==> src/rtl/cmi_pkg.sv <==
package cmi_pkg;
   // register offsets on the control bus
   localparam logic [7:0] CMI_OFS_DELAY_SWITCH = 8'h29;
   localparam logic [7:0] CMI_OFS_BRIGHTNESS   = 8'h2a;
   localparam logic [7:0] CMI_OFS_CONTRAST     = 8'h2b;
   localparam logic [7:0] CMI_OFS_SATURATION   = 8'h2c;
   localparam logic [7:0] CMI_OFS_MASK_FIRST   = 8'h2d;
   localparam logic [7:0] CMI_OFS_MASK_SECOND  = 8'h2e;

   // reset values
   localparam logic [7:0] CMI_RST_DELAY_SWITCH = 8'h00;
   localparam logic [7:0] CMI_RST_BRIGHTNESS   = 8'h80;
   localparam logic [7:0] CMI_RST_CONTRAST     = 8'h40;
   localparam logic [7:0] CMI_RST_SATURATION   = 8'h40;
   localparam logic [7:0] CMI_RST_MASK         = 8'h00;

   // field positions in the delay/switch register
   localparam int CMI_BIT_SWITCH_ENABLE   = 7;
   localparam int CMI_BIT_SWITCH_POLARITY = 6;
   localparam int CMI_BIT_STATIC_SELECT   = 6;
   localparam int CMI_POS_SWITCH_DELAY    = 4;
   localparam int CMI_BIT_LUMA_PEAKING    = 3;
   localparam int CMI_POS_COMP_DELAY      = 0;

   // writable bits of the mask registers
   localparam logic [7:0] CMI_MASK_FIRST_BITS  = 8'h1d;
   localparam logic [7:0] CMI_MASK_SECOND_BITS = 8'h43;

   // pixel pipeline depth: centre tap so that negative shifts can be made
   localparam int CMI_SWITCH_CENTRE = 2;
   localparam int CMI_COMP_CENTRE   = 16;
   localparam int CMI_COMP_DEPTH    = 33;
   localparam int CMI_SWITCH_DEPTH  = 4;

   // unity gain code of contrast and saturation, 1/64 units
   localparam int CMI_GAIN_SHIFT = 6;
   localparam logic signed [9:0] CMI_BRIGHT_NOMINAL = 10'sd128;
endpackage

==> src/rtl/cmi_gain.sv <==
`timescale 1ns/1ns
`default_nettype none
// signed 1/64 gain with saturation to 8 bits unsigned, plus optional offset
module cmi_gain
   import cmi_pkg::*;
#(
   parameter bit SIGNED_IN = 1'b0
) (
   // clock and reset
   input  wire logic             ref_clk,
   input  wire logic             rst_b,
   // sample path
   input  wire logic       [7:0] sample_in,
   input  wire logic       [7:0] gain,
   input  wire logic       [7:0] offset,
   output logic            [7:0] sample_out
);
   logic signed [9:0]  centred;
   logic signed [18:0] product;
   logic signed [18:0] shifted;
   logic signed [18:0] biased;

   always_comb begin
      // luma centred on black, chroma already signed about 128
      centred = SIGNED_IN ? ($signed({2'b00, sample_in}) - 10'sd128)
                          : $signed({2'b00, sample_in});
      product = centred * $signed(gain);
      shifted = product >>> CMI_GAIN_SHIFT;
      biased  = SIGNED_IN ? (shifted + 19'sd128)
                          : (shifted + 19'(offset) - 19'(CMI_BRIGHT_NOMINAL));
   end

   always_ff @(posedge ref_clk or negedge rst_b) begin
      if (!rst_b) begin
         sample_out <= 8'h00;
      end else if (biased < 0) begin
         sample_out <= 8'h00;
      end else if (biased > 19'sd255) begin
         sample_out <= 8'hff;
      end else begin
         sample_out <= biased[7:0];
      end
   end
endmodule
`default_nettype wire

==> src/rtl/cmi_delay.sv <==
`timescale 1ns/1ns
`default_nettype none
// tapped shift line; selected tap becomes the output
module cmi_delay #(
   parameter int WIDTH = 8,
   parameter int DEPTH = 4
) (
   // clock and reset
   input  wire logic                     ref_clk,
   input  wire logic                     rst_b,
   // data
   input  wire logic [WIDTH-1:0]         din,
   input  wire logic [$clog2(DEPTH)-1:0] tap,
   output logic      [WIDTH-1:0]         dout
);
   logic [WIDTH-1:0] line_q [DEPTH];

   always_ff @(posedge ref_clk or negedge rst_b) begin
      if (!rst_b) begin
         for (int i = 0; i < DEPTH; i++) line_q[i] <= '0;
      end else begin
         line_q[0] <= din;
         for (int i = 1; i < DEPTH; i++) line_q[i] <= line_q[i-1];
      end
   end

   assign dout = line_q[tap];
endmodule
`default_nettype wire

==> src/rtl/cmi_regs.sv <==
`timescale 1ns/1ns
`default_nettype none
module cmi_regs
   import cmi_pkg::*;
(
   // clock and reset
   input  wire logic       ref_clk,
   input  wire logic       rst_b,
   // register port
   input  wire logic [7:0] reg_addr,
   input  wire logic       reg_wr,
   input  wire logic [7:0] reg_wdata,
   output logic      [7:0] reg_rdata,
   // video samples
   input  wire logic [7:0] cvbs_y,
   input  wire logic [7:0] cvbs_c,
   input  wire logic [7:0] comp_y,
   input  wire logic [7:0] comp_c,
   input  wire logic       pixel_switch_input,
   output logic      [7:0] video_y,
   output logic      [7:0] video_c,
   output logic            comp_selected,
   // status flags from the decoder
   input  wire logic [2:0] slicer_flags,
   input  wire logic       formatter_error,
   input  wire logic       hpll_lock,
   input  wire logic [1:0] colour_std_change,
   output logic            irq_request
);
   logic [7:0] ctrl_q;
   logic [7:0] bright_q;
   logic [7:0] contrast_q;
   logic [7:0] sat_q;
   logic [7:0] mask1_q;
   logic [7:0] mask2_q;

   function automatic logic hit(input logic [7:0] a, input logic [7:0] ofs);
      return reg_wr && (a == ofs);
   endfunction

   always_ff @(posedge ref_clk or negedge rst_b) begin
      if (!rst_b) begin
         ctrl_q <= CMI_RST_DELAY_SWITCH;
      end else if (hit(reg_addr, CMI_OFS_DELAY_SWITCH)) begin
         ctrl_q <= reg_wdata;
      end
   end

   always_ff @(posedge ref_clk or negedge rst_b) begin
      if (!rst_b) begin
         bright_q   <= CMI_RST_BRIGHTNESS;
         contrast_q <= CMI_RST_CONTRAST;
         sat_q      <= CMI_RST_SATURATION;
      end else begin
         if (hit(reg_addr, CMI_OFS_BRIGHTNESS)) bright_q <= reg_wdata;
         if (hit(reg_addr, CMI_OFS_CONTRAST)) contrast_q <= reg_wdata;
         if (hit(reg_addr, CMI_OFS_SATURATION)) sat_q <= reg_wdata;
      end
   end

   always_ff @(posedge ref_clk or negedge rst_b) begin
      if (!rst_b) begin
         mask1_q <= CMI_RST_MASK;
         mask2_q <= CMI_RST_MASK;
      end else begin
         if (hit(reg_addr, CMI_OFS_MASK_FIRST)) mask1_q <= reg_wdata & CMI_MASK_FIRST_BITS;
         if (hit(reg_addr, CMI_OFS_MASK_SECOND)) mask2_q <= reg_wdata & CMI_MASK_SECOND_BITS;
      end
   end

   // unmapped offsets read as zero, so software can probe safely
   always_comb begin
      unique case (reg_addr)
         CMI_OFS_DELAY_SWITCH: reg_rdata = ctrl_q;
         CMI_OFS_BRIGHTNESS:   reg_rdata = bright_q;
         CMI_OFS_CONTRAST:     reg_rdata = contrast_q;
         CMI_OFS_SATURATION:   reg_rdata = sat_q;
         CMI_OFS_MASK_FIRST:   reg_rdata = mask1_q;
         CMI_OFS_MASK_SECOND:  reg_rdata = mask2_q;
         default:              reg_rdata = 8'h00;
      endcase
   end

   // control fields
   logic       pixel_switch_enable;
   logic       pixel_switch_polarity;
   logic [1:0] switch_input_delay;
   logic       component_luma_peaking;
   logic [2:0] comp_delay;
   assign pixel_switch_enable    = ctrl_q[CMI_BIT_SWITCH_ENABLE];
   assign pixel_switch_polarity  = ctrl_q[CMI_BIT_SWITCH_POLARITY];
   assign switch_input_delay     = ctrl_q[CMI_POS_SWITCH_DELAY +: 2];
   assign component_luma_peaking = ctrl_q[CMI_BIT_LUMA_PEAKING];
   assign comp_delay             = ctrl_q[CMI_POS_COMP_DELAY +: 3];

   // pin input: two flops before use
   logic sw_meta_q;
   logic sw_sync_q;
   always_ff @(posedge ref_clk or negedge rst_b) begin
      if (!rst_b) begin
         sw_meta_q <= 1'b0;
         sw_sync_q <= 1'b0;
      end else begin
         sw_meta_q <= pixel_switch_input;
         sw_sync_q <= sw_meta_q;
      end
   end

   // switch delay taps about the centre; later tap = less advance
   logic [1:0] sw_tap;
   always_comb begin
      unique case (switch_input_delay)
         2'b00:   sw_tap = 2'(CMI_SWITCH_CENTRE);
         2'b01:   sw_tap = 2'(CMI_SWITCH_CENTRE + 1);
         2'b10:   sw_tap = 2'(CMI_SWITCH_CENTRE - 2);
         default: sw_tap = 2'(CMI_SWITCH_CENTRE - 1);
      endcase
   end

   logic sw_delayed;
   cmi_delay #(.WIDTH(1), .DEPTH(CMI_SWITCH_DEPTH)) u_sw_delay (
      .ref_clk (ref_clk),
      .rst_b   (rst_b),
      .din     (sw_sync_q),
      .tap     (sw_tap),
      .dout    (sw_delayed)
   );

   // component delay in steps of four pixels, signed code
   logic [5:0] comp_tap;
   assign comp_tap = 6'(CMI_COMP_CENTRE) + {{1{comp_delay[2]}}, comp_delay, 2'b00};

   logic [15:0] comp_delayed;
   cmi_delay #(.WIDTH(16), .DEPTH(CMI_COMP_DEPTH)) u_comp_delay (
      .ref_clk (ref_clk),
      .rst_b   (rst_b),
      .din     ({comp_y, comp_c}),
      .tap     (comp_tap),
      .dout    (comp_delayed)
   );

   // composite path aligned to the centre of the component line
   logic [15:0] cvbs_delayed;
   cmi_delay #(.WIDTH(16), .DEPTH(CMI_COMP_DEPTH)) u_cvbs_delay (
      .ref_clk (ref_clk),
      .rst_b   (rst_b),
      .din     ({cvbs_y, cvbs_c}),
      .tap     (6'(CMI_COMP_CENTRE)),
      .dout    (cvbs_delayed)
   );

   // luma peaking: y + (2y - left - right)/8, roughly +1.5 dB near 5 MHz
   logic [7:0] y_prev_q;
   logic [7:0] y_cur_q;
   logic [7:0] y_peak_q;
   logic signed [11:0] peak_sum;
   always_comb begin
      peak_sum = $signed({4'h0, y_cur_q})
               + (($signed({3'h0, y_cur_q, 1'b0}) - $signed({4'h0, y_prev_q})
                   - $signed({4'h0, comp_delayed[15:8]})) >>> 3);
   end
   always_ff @(posedge ref_clk or negedge rst_b) begin
      if (!rst_b) begin
         y_prev_q <= 8'h00;
         y_cur_q  <= 8'h00;
         y_peak_q <= 8'h00;
      end else begin
         y_prev_q <= y_cur_q;
         y_cur_q  <= comp_delayed[15:8];
         if (!component_luma_peaking) begin
            y_peak_q <= y_cur_q;
         end else if (peak_sum < 0) begin
            y_peak_q <= 8'h00;
         end else if (peak_sum > 12'sd255) begin
            y_peak_q <= 8'hff;
         end else begin
            y_peak_q <= peak_sum[7:0];
         end
      end
   end

   // matching two-cycle delay for chroma
   logic [7:0] c_d1_q;
   logic [7:0] c_d2_q;
   always_ff @(posedge ref_clk or negedge rst_b) begin
      if (!rst_b) begin
         c_d1_q <= 8'h00;
         c_d2_q <= 8'h00;
      end else begin
         c_d1_q <= comp_delayed[7:0];
         c_d2_q <= c_d1_q;
      end
   end

   logic [7:0] comp_y_adj;
   logic [7:0] comp_c_adj;
   cmi_gain #(.SIGNED_IN(1'b0)) u_luma_gain (
      .ref_clk    (ref_clk),
      .rst_b      (rst_b),
      .sample_in  (y_peak_q),
      .gain       (contrast_q),
      .offset     (bright_q),
      .sample_out (comp_y_adj)
   );
   cmi_gain #(.SIGNED_IN(1'b1)) u_chroma_gain (
      .ref_clk    (ref_clk),
      .rst_b      (rst_b),
      .sample_in  (c_d2_q),
      .gain       (sat_q),
      .offset     (8'h00),
      .sample_out (comp_c_adj)
   );

   // composite aligned to the three-cycle component adjust pipe
   logic [15:0] cvbs_p1_q;
   logic [15:0] cvbs_p2_q;
   logic [15:0] cvbs_p3_q;
   logic [2:0]  sw_pipe_q;
   always_ff @(posedge ref_clk or negedge rst_b) begin
      if (!rst_b) begin
         cvbs_p1_q <= 16'h0000;
         cvbs_p2_q <= 16'h0000;
         cvbs_p3_q <= 16'h0000;
         sw_pipe_q <= 3'h0;
      end else begin
         cvbs_p1_q <= cvbs_delayed;
         cvbs_p2_q <= cvbs_p1_q;
         cvbs_p3_q <= cvbs_p2_q;
         sw_pipe_q <= {sw_pipe_q[1:0], sw_delayed};
      end
   end

   // static bit is set by software per input mode
   logic use_comp;
   always_comb begin
      if (pixel_switch_enable) begin
         use_comp = sw_pipe_q[2] ^ pixel_switch_polarity;
      end else begin
         use_comp = ctrl_q[CMI_BIT_STATIC_SELECT];
      end
   end

   always_ff @(posedge ref_clk or negedge rst_b) begin
      if (!rst_b) begin
         video_y       <= 8'h00;
         video_c       <= 8'h00;
         comp_selected <= 1'b0;
      end else begin
         video_y       <= use_comp ? comp_y_adj : cvbs_p3_q[15:8];
         video_c       <= use_comp ? comp_c_adj : cvbs_p3_q[7:0];
         comp_selected <= use_comp;
      end
   end

   // flag change detection, all flags are same-clock decoder logic
   logic [7:0] flags;
   logic [7:0] flags_q;
   logic [7:0] en;
   wire  logic [7:0] flag_hit;
   assign flags = {formatter_error, hpll_lock, slicer_flags, colour_std_change, 1'b0};
   assign en    = {mask1_q[0],
                   mask2_q[6],
                   mask1_q[4:2],
                   mask2_q[1:0],
                   1'b0};

   // one change detector per flag position
   for (genvar g = 0; g < 8; g++) begin : g_flag_hit
      assign flag_hit[g] = (flags[g] ^ flags_q[g]) & en[g];
   end

   // history follows masked flags too, so a later unmask never fires on a stale change
   always_ff @(posedge ref_clk or negedge rst_b) begin
      if (!rst_b) begin
         flags_q <= 8'h00;
      end else begin
         flags_q <= flags;
      end
   end

   always_ff @(posedge ref_clk or negedge rst_b) begin
      if (!rst_b) begin
         irq_request <= 1'b0;
      end else begin
         irq_request <= |flag_hit;
      end
   end
endmodule
`default_nettype wire

==> config.mk <==
export PLATFORM = sky130hd
export DESIGN_NAME = cmi_regs
export DESIGN_NICKNAME = d
export VERILOG_FILES = /design/src/rtl/cmi_pkg.sv /design/src/rtl/cmi_gain.sv /design/src/rtl/cmi_delay.sv /design/src/rtl/cmi_regs.sv
export SDC_FILE = /design/constraint.sdc
export NUM_CORES = 1
export LEC_CHECK = 0
export BUFFER_PORTS_ARGS = -buffer_cell sky130_fd_sc_hd__buf_2
export CORE_MARGIN = 2
export CORE_UTILIZATION = 45
export DETAILED_ROUTE_END_ITERATION = 10
export PLACE_DENSITY = 0.68
export SKIP_LAST_GASP = 1
export SLEW_MARGIN = 20
export SYNTH_ARGS = -nofsm -noshare
export SYNTH_HDL_FRONTEND = slang
export SYNTH_SLANG_ARGS = --single-unit
==> constraint.sdc <==
create_clock -name ref_clk -period 9.9 [get_ports ref_clk]
set_clock_uncertainty 0.2 [all_clocks]
set_input_delay 0.99 -clock ref_clk [delete_from_list [all_inputs] [get_ports ref_clk]]
set_output_delay 0.99 -clock ref_clk [all_outputs]
set_load 0.03 [all_outputs]
==> results of run 1 <==
## cell usage in the layout, fill, tap and decap left out, types with 5 or more instances in the layout
master      netlist  routed
nor3_1            9       9
or3_1             5       5
nand2_1          61      61
clkinvlp_4        0       5
buf_4             0       7
and3_1            6       6
nor2_1           47      47
dfrtp_1         910     909
mux2i_1           9       9
bufinv_16         0       6
nand3_1          11      11
clkbuf_1         17      17
buf_2             1      83
inv_1           122     122
clkbuf_16         0      90
clkinv_2          0      11
nor2b_1          16      16
a21o_1            9       9
mux4_2           33      33
inv_6             0       5
nand2b_1         18      18
a21oi_1          52      52
ha_1            104     104
and2_1           75      75
a211oi_1          5       5
xnor2_1          28      28
o2bb2ai_1         5       5
o21a_1           11      11
clkbuf_8          0      20
o21ai_0          19      19
a22oi_1          10      10
fa_1             94      94
mux2_2           65      65
xor2_1           26      25
## how the worst min path moves through the flow
stage / start / endpoint / slack, ns / cells after the start
floorplan: c_d1_q[0] / c_d2_q[0] / 0.13 / 0
global placement: u_cvbs_delay.line_q[270] / u_cvbs_delay.line_q[254] / 0.13 / 0
detailed placement: u_comp_delay.line_q[117] / u_comp_delay.line_q[101] / 0.13 / 0
CTS: u_comp_delay.line_q[238] / u_comp_delay.line_q[222] / 0.13 / 0
global route: u_comp_delay.line_q[94] / u_comp_delay.line_q[78] / 0.13 / 0
finish: u_cvbs_delay.line_q[402] / u_cvbs_delay.line_q[386] / 0.13 / 0
## flip-flops by register name, indices dropped and copies added, names as in the netlist, 8 cells and up
| signal | cells |
|---|---|
| u_cvbs_delay.line_q | 320 |
| ctrl_q | 8 |
| y_prev_q | 8 |
| u_chroma_gain.sample_out | 8 |
| u_comp_delay.line_q | 464 |
| c_d2_q | 8 |
| sat_q | 8 |
| c_d1_q | 8 |
| bright_q | 8 |
| u_luma_gain.sample_out | 8 |
| contrast_q | 8 |
| video_y | 8 |
| video_c | 8 |
| y_peak_q | 8 |
| y_cur_q | 8 |
## stage by stage
step	util	setup slack, ns	area [sq um]	hold WS, ns
after CTS	0.522	2.13	35900	0.131
after floorplan	-	2.91	31300	0.131
final	0.522	2.00	35900	0.133
after global placement	0.479	2.47	32900	0.131
after global routing	0.522	1.44	35900	0.134
after detailed placement	0.479	2.20	32900	0.135
## area by class of cell
class	count	area (sq um)
fillers	5428	32800
clock inverters	30	353
multi-input cells	796	7890
clock buffers	127	2590
inverters	123	462
repair buffers	96	582
flip-flops and latches	913	22900
well taps	931	1160
## layer usage
layer | vias up | GRT usage | share of wire
met5 | - | 0 | 0.00023
met4 | 2 | 0.0533 | 0.024
met3 | 104 | 0.0322 | 0.043
met2 | 324 | 0.266 | 0.49
met1 | 7750 | 0.232 | 0.44
li1 | 6470 | - | -
## synth_stat cells (6+ instances only)
cell type	count
nor2b_1	16
mux2_2	65
clkbuf_1	17
ha_1	104
a22oi_1	10
nand2_1	61
o21a_1	11
inv_1	122
nor2_1	47
o21ai_0	19
and2_1	75
nand3_1	11
mux4_2	33
nand2b_1	18
fa_1	94
xnor2_1	28
and3_1	6
xor2_1	26
mux2i_1	9
a21o_1	9
dfrtp_1	910
nor3_1	9
a21oi_1	52
## power breakdown
part	internal (uW)	switching, uW
logic	354	489
clock network	1980	1370
registers	3950	120
total	6290	1980
## kinds of logic after synthesis
| family | synth area share |
|---|---|
| compound gates | 0.0373 |
| fa+ha+maj | 0.102 |
| mux | 0.0510 |
| flops | 0.731 |
| buf+inv | 0.0174 |
| xor+xnor | 0.0164 |
| simple gates | 0.0453 |
==> flow_summary.toml, run 1 <==
[clock_network]
cts_inserted_buffers = 88
cts-root-buf = "clkbuf_16"
clk_pin_slew_ns = 0.06
cts_resized = 0
clk_latency_ns = 0.62
clock_sinks = 913
htreeDepth = 3
cts_setup_buffers = 0
clock_path_buffers = 3
tritoncts = "done"
cts-hold-fix-buffers = 0

[power]
p_leak_uw = 0.0169
ir_drop_mv = 0.125
powerDensity_mw_per_mm2 = 230
p_total_uw = 8270

[synth]
syn-cell-area_sq_mm = 0.0313
synthFlopType = "dfrtp_1"
synth_top_area_cell = "dfrtp_1"
synthCells = 1852
synth_edf_count = 0
synthArstFlopShare = 1.00
yosys.area.top_type_share = 0.728
avgSynthCellArea_sq_um = 16.9
synth_area_leaders = "dfrtp_1, fa_1, ha_1, mux4_2, mux2_2"
synth-seq-cells = 913
yosysWarnings = 0
ys_seq_area_frac = 0.731
ys_types = 76
syn-num-nets = 2109

[sta]
rsz0062_at_grt = "no"
finalSetupViolCount = 0
finalSetupTns_ns = 0
max_slew.worst_pin.slew_ns = 0.978
slew_violations = 0
hold_viol_final = 0
slew_headroom = 0.348
fin_crit_ns = 7.90
min_period_over_period = 0.798
fmax_ghz = 0.127

[drt]
drc = 0
routed_via_density = 4.86
drt-pass1-iter-count = 5
wl_um = 56200
vias = 14650
antenna_left = 0
avgRoutedWirePerCell_um = 18.6
drtIter0Drc = 878

[worst_setup_path]
cpLargestDelayFamily = "adder cells"
crit_path_max_fanout = 8
slowest_stage = "o41ai_1"
path_depth = 26
startpoint = "contrast_q[7]"
r2r-end = "u_luma_gain.sample_out[3]"
critical_path_class = "reg2reg"
required_ns = 10.16
max_stage_delay_ns = 0.78
rr_startpoint = "contrast_q[7]"
endpoint = "u_luma_gain.sample_out[3]"
critPathBufInv = 1
endpoint_kind = "flop"
cp.arrival_ns = 8.16
cp-start-kind = "flop"
reg2regPathDepth = 26
timing.reg2reg.setup_slack_ns = 2.00

[global_route]
grt_antenna_before_repair = 1
grt-ovfl-total = 0
grt_max_degree = 194
grt_pass1_wl_um = 92300
grt_pass1_vias = 16373
grtUsageTotal = 0.166

[final_layout]
fin_nets = 2275
layout.cells.non_filler = 3016
n_antenna_cell = 0
area_growth_pct = 14.8
drive_gt1_frac = 0.173

[place]
dp_hpwl_um = 35000
dp_cells = 2858
port_buffers = 84
place_congestion = 0.923

[floorplanning]
rows = 96
io_pins = 85
start_util = 0.455
coreArea_sq_mm = 0.0687
dieArea_sq_mm = 0.0716
die_w_um = 268
die_h_um = 268

[status]
status = "completed"

[flow_run]
maxCapViolations = 0

[hold_path]
worstHoldPathType = "reg2reg"
No activity file was read; power rests on OpenSTA's default activity.
==> run 2: changes to the inputs <==
--- a/config.mk
+++ b/config.mk
@@ -5,11 +5,12 @@
 export SDC_FILE = /design/constraint.sdc
 export NUM_CORES = 1
 export LEC_CHECK = 0
+export ABC_AREA = 1
 export BUFFER_PORTS_ARGS = -buffer_cell sky130_fd_sc_hd__buf_2
 export CORE_MARGIN = 2
 export CORE_UTILIZATION = 45
 export DETAILED_ROUTE_END_ITERATION = 10
-export PLACE_DENSITY = 0.68
+export PLACE_DENSITY = 0.7
 export SKIP_LAST_GASP = 1
 export SLEW_MARGIN = 20
 export SYNTH_ARGS = -nofsm -noshare
==> constraint.sdc (replaced) <==
create_clock -name ref_clk -period 6.7 [get_ports ref_clk]
set_clock_uncertainty 0.2 [all_clocks]
set_input_delay 0.67 -clock ref_clk [delete_from_list [all_inputs] [get_ports ref_clk]]
set_output_delay 0.67 -clock ref_clk [all_outputs]
set_load 0.03 [all_outputs]
==> run 2 against run 1 <==
Flip-flop and latch count unchanged. Utilization up 0.88 points. Global-route usage increased by 0.86 points. Synthesized cell count up 34%. Wire length is 11% higher. Maximum frequency rose by 20%. Hold slack got worse by 0.095 ns. Final area increased by 5.2%. First-iteration DRC count grew 36%. Clock-buffer cell count is 1 higher. Critical path type unchanged. Critical endpoint is now u_luma_gain.sample_out[2]. Largest cell class unchanged.
==> flow_summary.toml, run 2 <==
[worst_setup_path]
r2r-end = "u_luma_gain.sample_out[2]"
timing.reg2reg.setup_slack_ns = 0.13
cpLargestDelayFamily = "adder cells"
path_common_cell = "nand2_1"
required_ns = 7.03
critical_path_class = "reg2reg"
rr_startpoint = "y_peak_q[6]"
cp-start-kind = "flop"
crit_path_max_fanout = 8
max_stage_delay_ns = 0.58
slowest_stage = "fa_2"
startpoint = "y_peak_q[6]"
endpoint_kind = "flop"
reg2regPathDepth = 33
critPathBufInv = 7
cp.arrival_ns = 6.89

[floorplanning]
die_w_um = 271
dieArea_sq_mm = 0.0737
io_pins = 85
start_util = 0.453
die_h_um = 271
rows = 98
coreArea_sq_mm = 0.0711

[status]
status = "completed"

[final_layout]
top_register = "u_comp_delay.line_q"
layout.cells.non_filler = 3713
finish.instance_area_sq_mm = 0.0378
fin_util = 0.531
top_regs = "u_comp_delay.line_q: 464 flops, u_cvbs_delay.line_q: 320 flops"
mostFrequentLayoutCells = "dfrtp_1, nand2_1, inv_1"
area_growth_pct = 17.3
final_common_cell = "dfrtp_1"
largest_reg_flops = 464
fin_nets = 2948
drive_gt1_frac = 0.153

[synth]
synth_top_area_cell = "dfrtp_1"
yosysMostFrequentCell = "dfrtp_1"
syn-num-nets = 2730
ys_seq_area_frac = 0.710
syn-cell-area_sq_mm = 0.0322
synth-seq-cells = 913
yosys.area.top_type_share = 0.707
synth_commonest_cells = "dfrtp_1, nand2_1, inv_1"
synthCells = 2473
synthArstFlopShare = 1.00
yosysWarnings = 0
synth_area_leaders = "dfrtp_1, fa_1, nand2_1, ha_1, inv_1"
synth_edf_count = 0
synthFlopType = "dfrtp_1"
avgSynthCellArea_sq_um = 13.0
ys_types = 46

[place]
dp_cells = 3492
dp_hpwl_um = 38600
place_area_sq_mm = 0.0339
port_buffers = 84
place_congestion = 0.872

[clock_network]
clk_pin_slew_ns = 0.07
cts-root-buf = "clkbuf_16"
clk_latency_ns = 0.65
clock_sinks = 913
htreeDepth = 3
clock_path_buffers = 3
cts_inserted_buffers = 87
tritoncts = "done"

[sta]
rsz0062_at_grt = "yes"
max_slew.worst_pin.slew_ns = 0.896
min_period_over_period = 0.980
fmax_ghz = 0.152
slew_violations = 0
finalSetupViolCount = 0
fin_crit_ns = 6.57
slew_headroom = 0.402
hold_viol_final = 0

[global_route]
grtUsageTotal = 0.175
grt_max_degree = 203
grt-ovfl-total = 0
grt_pass1_wl_um = 102000
grt_antenna_before_repair = 4
grt_pass1_vias = 19292

[drt]
wl_um = 62500
drc = 0
vias = 17757
drtIter0Drc = 1197
antenna_left = 0
routed_via_density = 4.78
drt-pass1-iter-count = 5
avgRoutedWirePerCell_um = 16.8

[power]
powerDensity_mw_per_mm2 = 327
ir_drop_mv = 0.283
p_total_uw = 12400
p_leak_uw = 0.0187

[flow_run]
maxCapViolations = 0

[hold_path]
worst_hold_path.num_cells = 1
whs_endpoint = "flags_q[2]"
worstHoldStart = "colour_std_change[1]"
worstHoldPathType = "in2reg"
[run 2: cell types whose count changed after synthesis, sizes merged, moves of 21 or more]
| cell | delta |
|---|---|
| clkbuf | +30 |
| nand3 | +57 |
| o21ai | +106 |
| nand2 | +354 |
| nor2 | +110 |
| mux4 | -33 |
| o22ai | +21 |
| inv | +214 |
| and2 | -74 |
| mux2 | -51 |
[run 2: area by class of cell]
class	instances	area, sq um
clock buffers	128	2580
fillers	5777	33300
well taps	950	1190
flip-flops and latches	913	22900
clock inverters	29	378
diodes	4	10.0
multi-input cells	1170	8140
repair buffers	181	1340
inverters	338	1270
[run 2: logic make-up (layout without fill, tap and decap cells)]
kind of cell | after synthesis | after routing | synth area share
XOR/XNOR | 41 | 41 | 0.0112
adder cells (fa/ha/maj) | 198 | 198 | 0.0989
other | 0 | 4 | 0
buffers and inverters | 390 | 676 | 0.0457
AO/OA/AOI/OAI | 237 | 237 | 0.0407
flip-flops | 913 | 913 | 0.710
AND/OR/NAND/NOR | 678 | 678 | 0.0883
multiplexers | 16 | 16 | 0.00560
[run 2: per-stage QoR]
step,setup TNS (ns),setup slack (ns),hold slack (ns)
CTS,0,0.00969,0.00702
finish,0,0.132,0.0373
global placement,0,0.0431,0.131
detailed placement,-1.72,-0.239,0.135
global route,-1.06,-0.145,0.0129
floorplan,0,0.0151,0.131
[run 2: repair_timing]
action,in CTS,in global routing
buffers inserted,4,16
resized for setup,23,64
pin swaps,9,44
hold buffers,39,0
endpoints found under the hold margin,141,0
setup endpoints to repair,8,8
[run 2: worst max-delay path by stage]
stage,cells after the start,endpoint,slack [ns]
after floorplan,34,u_luma_gain.sample_out[0],0.02
after global placement,33,u_luma_gain.sample_out[2],0.04
after detailed placement,33,u_luma_gain.sample_out[2],-0.24
after CTS,33,u_luma_gain.sample_out[2],0.01
after global routing,34,u_luma_gain.sample_out[0],-0.15
final,33,u_luma_gain.sample_out[2],0.13
[run 2: layer usage]
layer  share of wire  vias to the layer above  track usage  routed length (um)
met1            0.43                     9039        0.230               26700
met5         0.00021                        -            0                  13
met2            0.49                      433        0.288               30600
met3           0.049                      152       0.0358                3060
met4           0.033                        2       0.0675                2070
li1                -                     8131            -                   -
[run 2: where the power goes]
| group | total (uW) | internal [uW] | leakage [uW] | switching, uW |
|---|---|---|---|---|
| registers | 6010 | 5850 | 0.0107 | 160 |
| clock network | 4950 | 2860 | 0.00145 | 2090 |
| logic | 1400 | 521 | 0.00656 | 877 |
| total | 12400 | 9230 | 0.0187 | 3130 |
[run 2: worst reg2reg max path: cells and delay by family (launching register included)]
family	cells	cell delay [ns]
xor+xnor	1	0.22
simple gates	14	1.68
compound gates	3	0.34
buf+inv	7	0.52
flops	1	0.46
fa+ha+maj	8	3.02
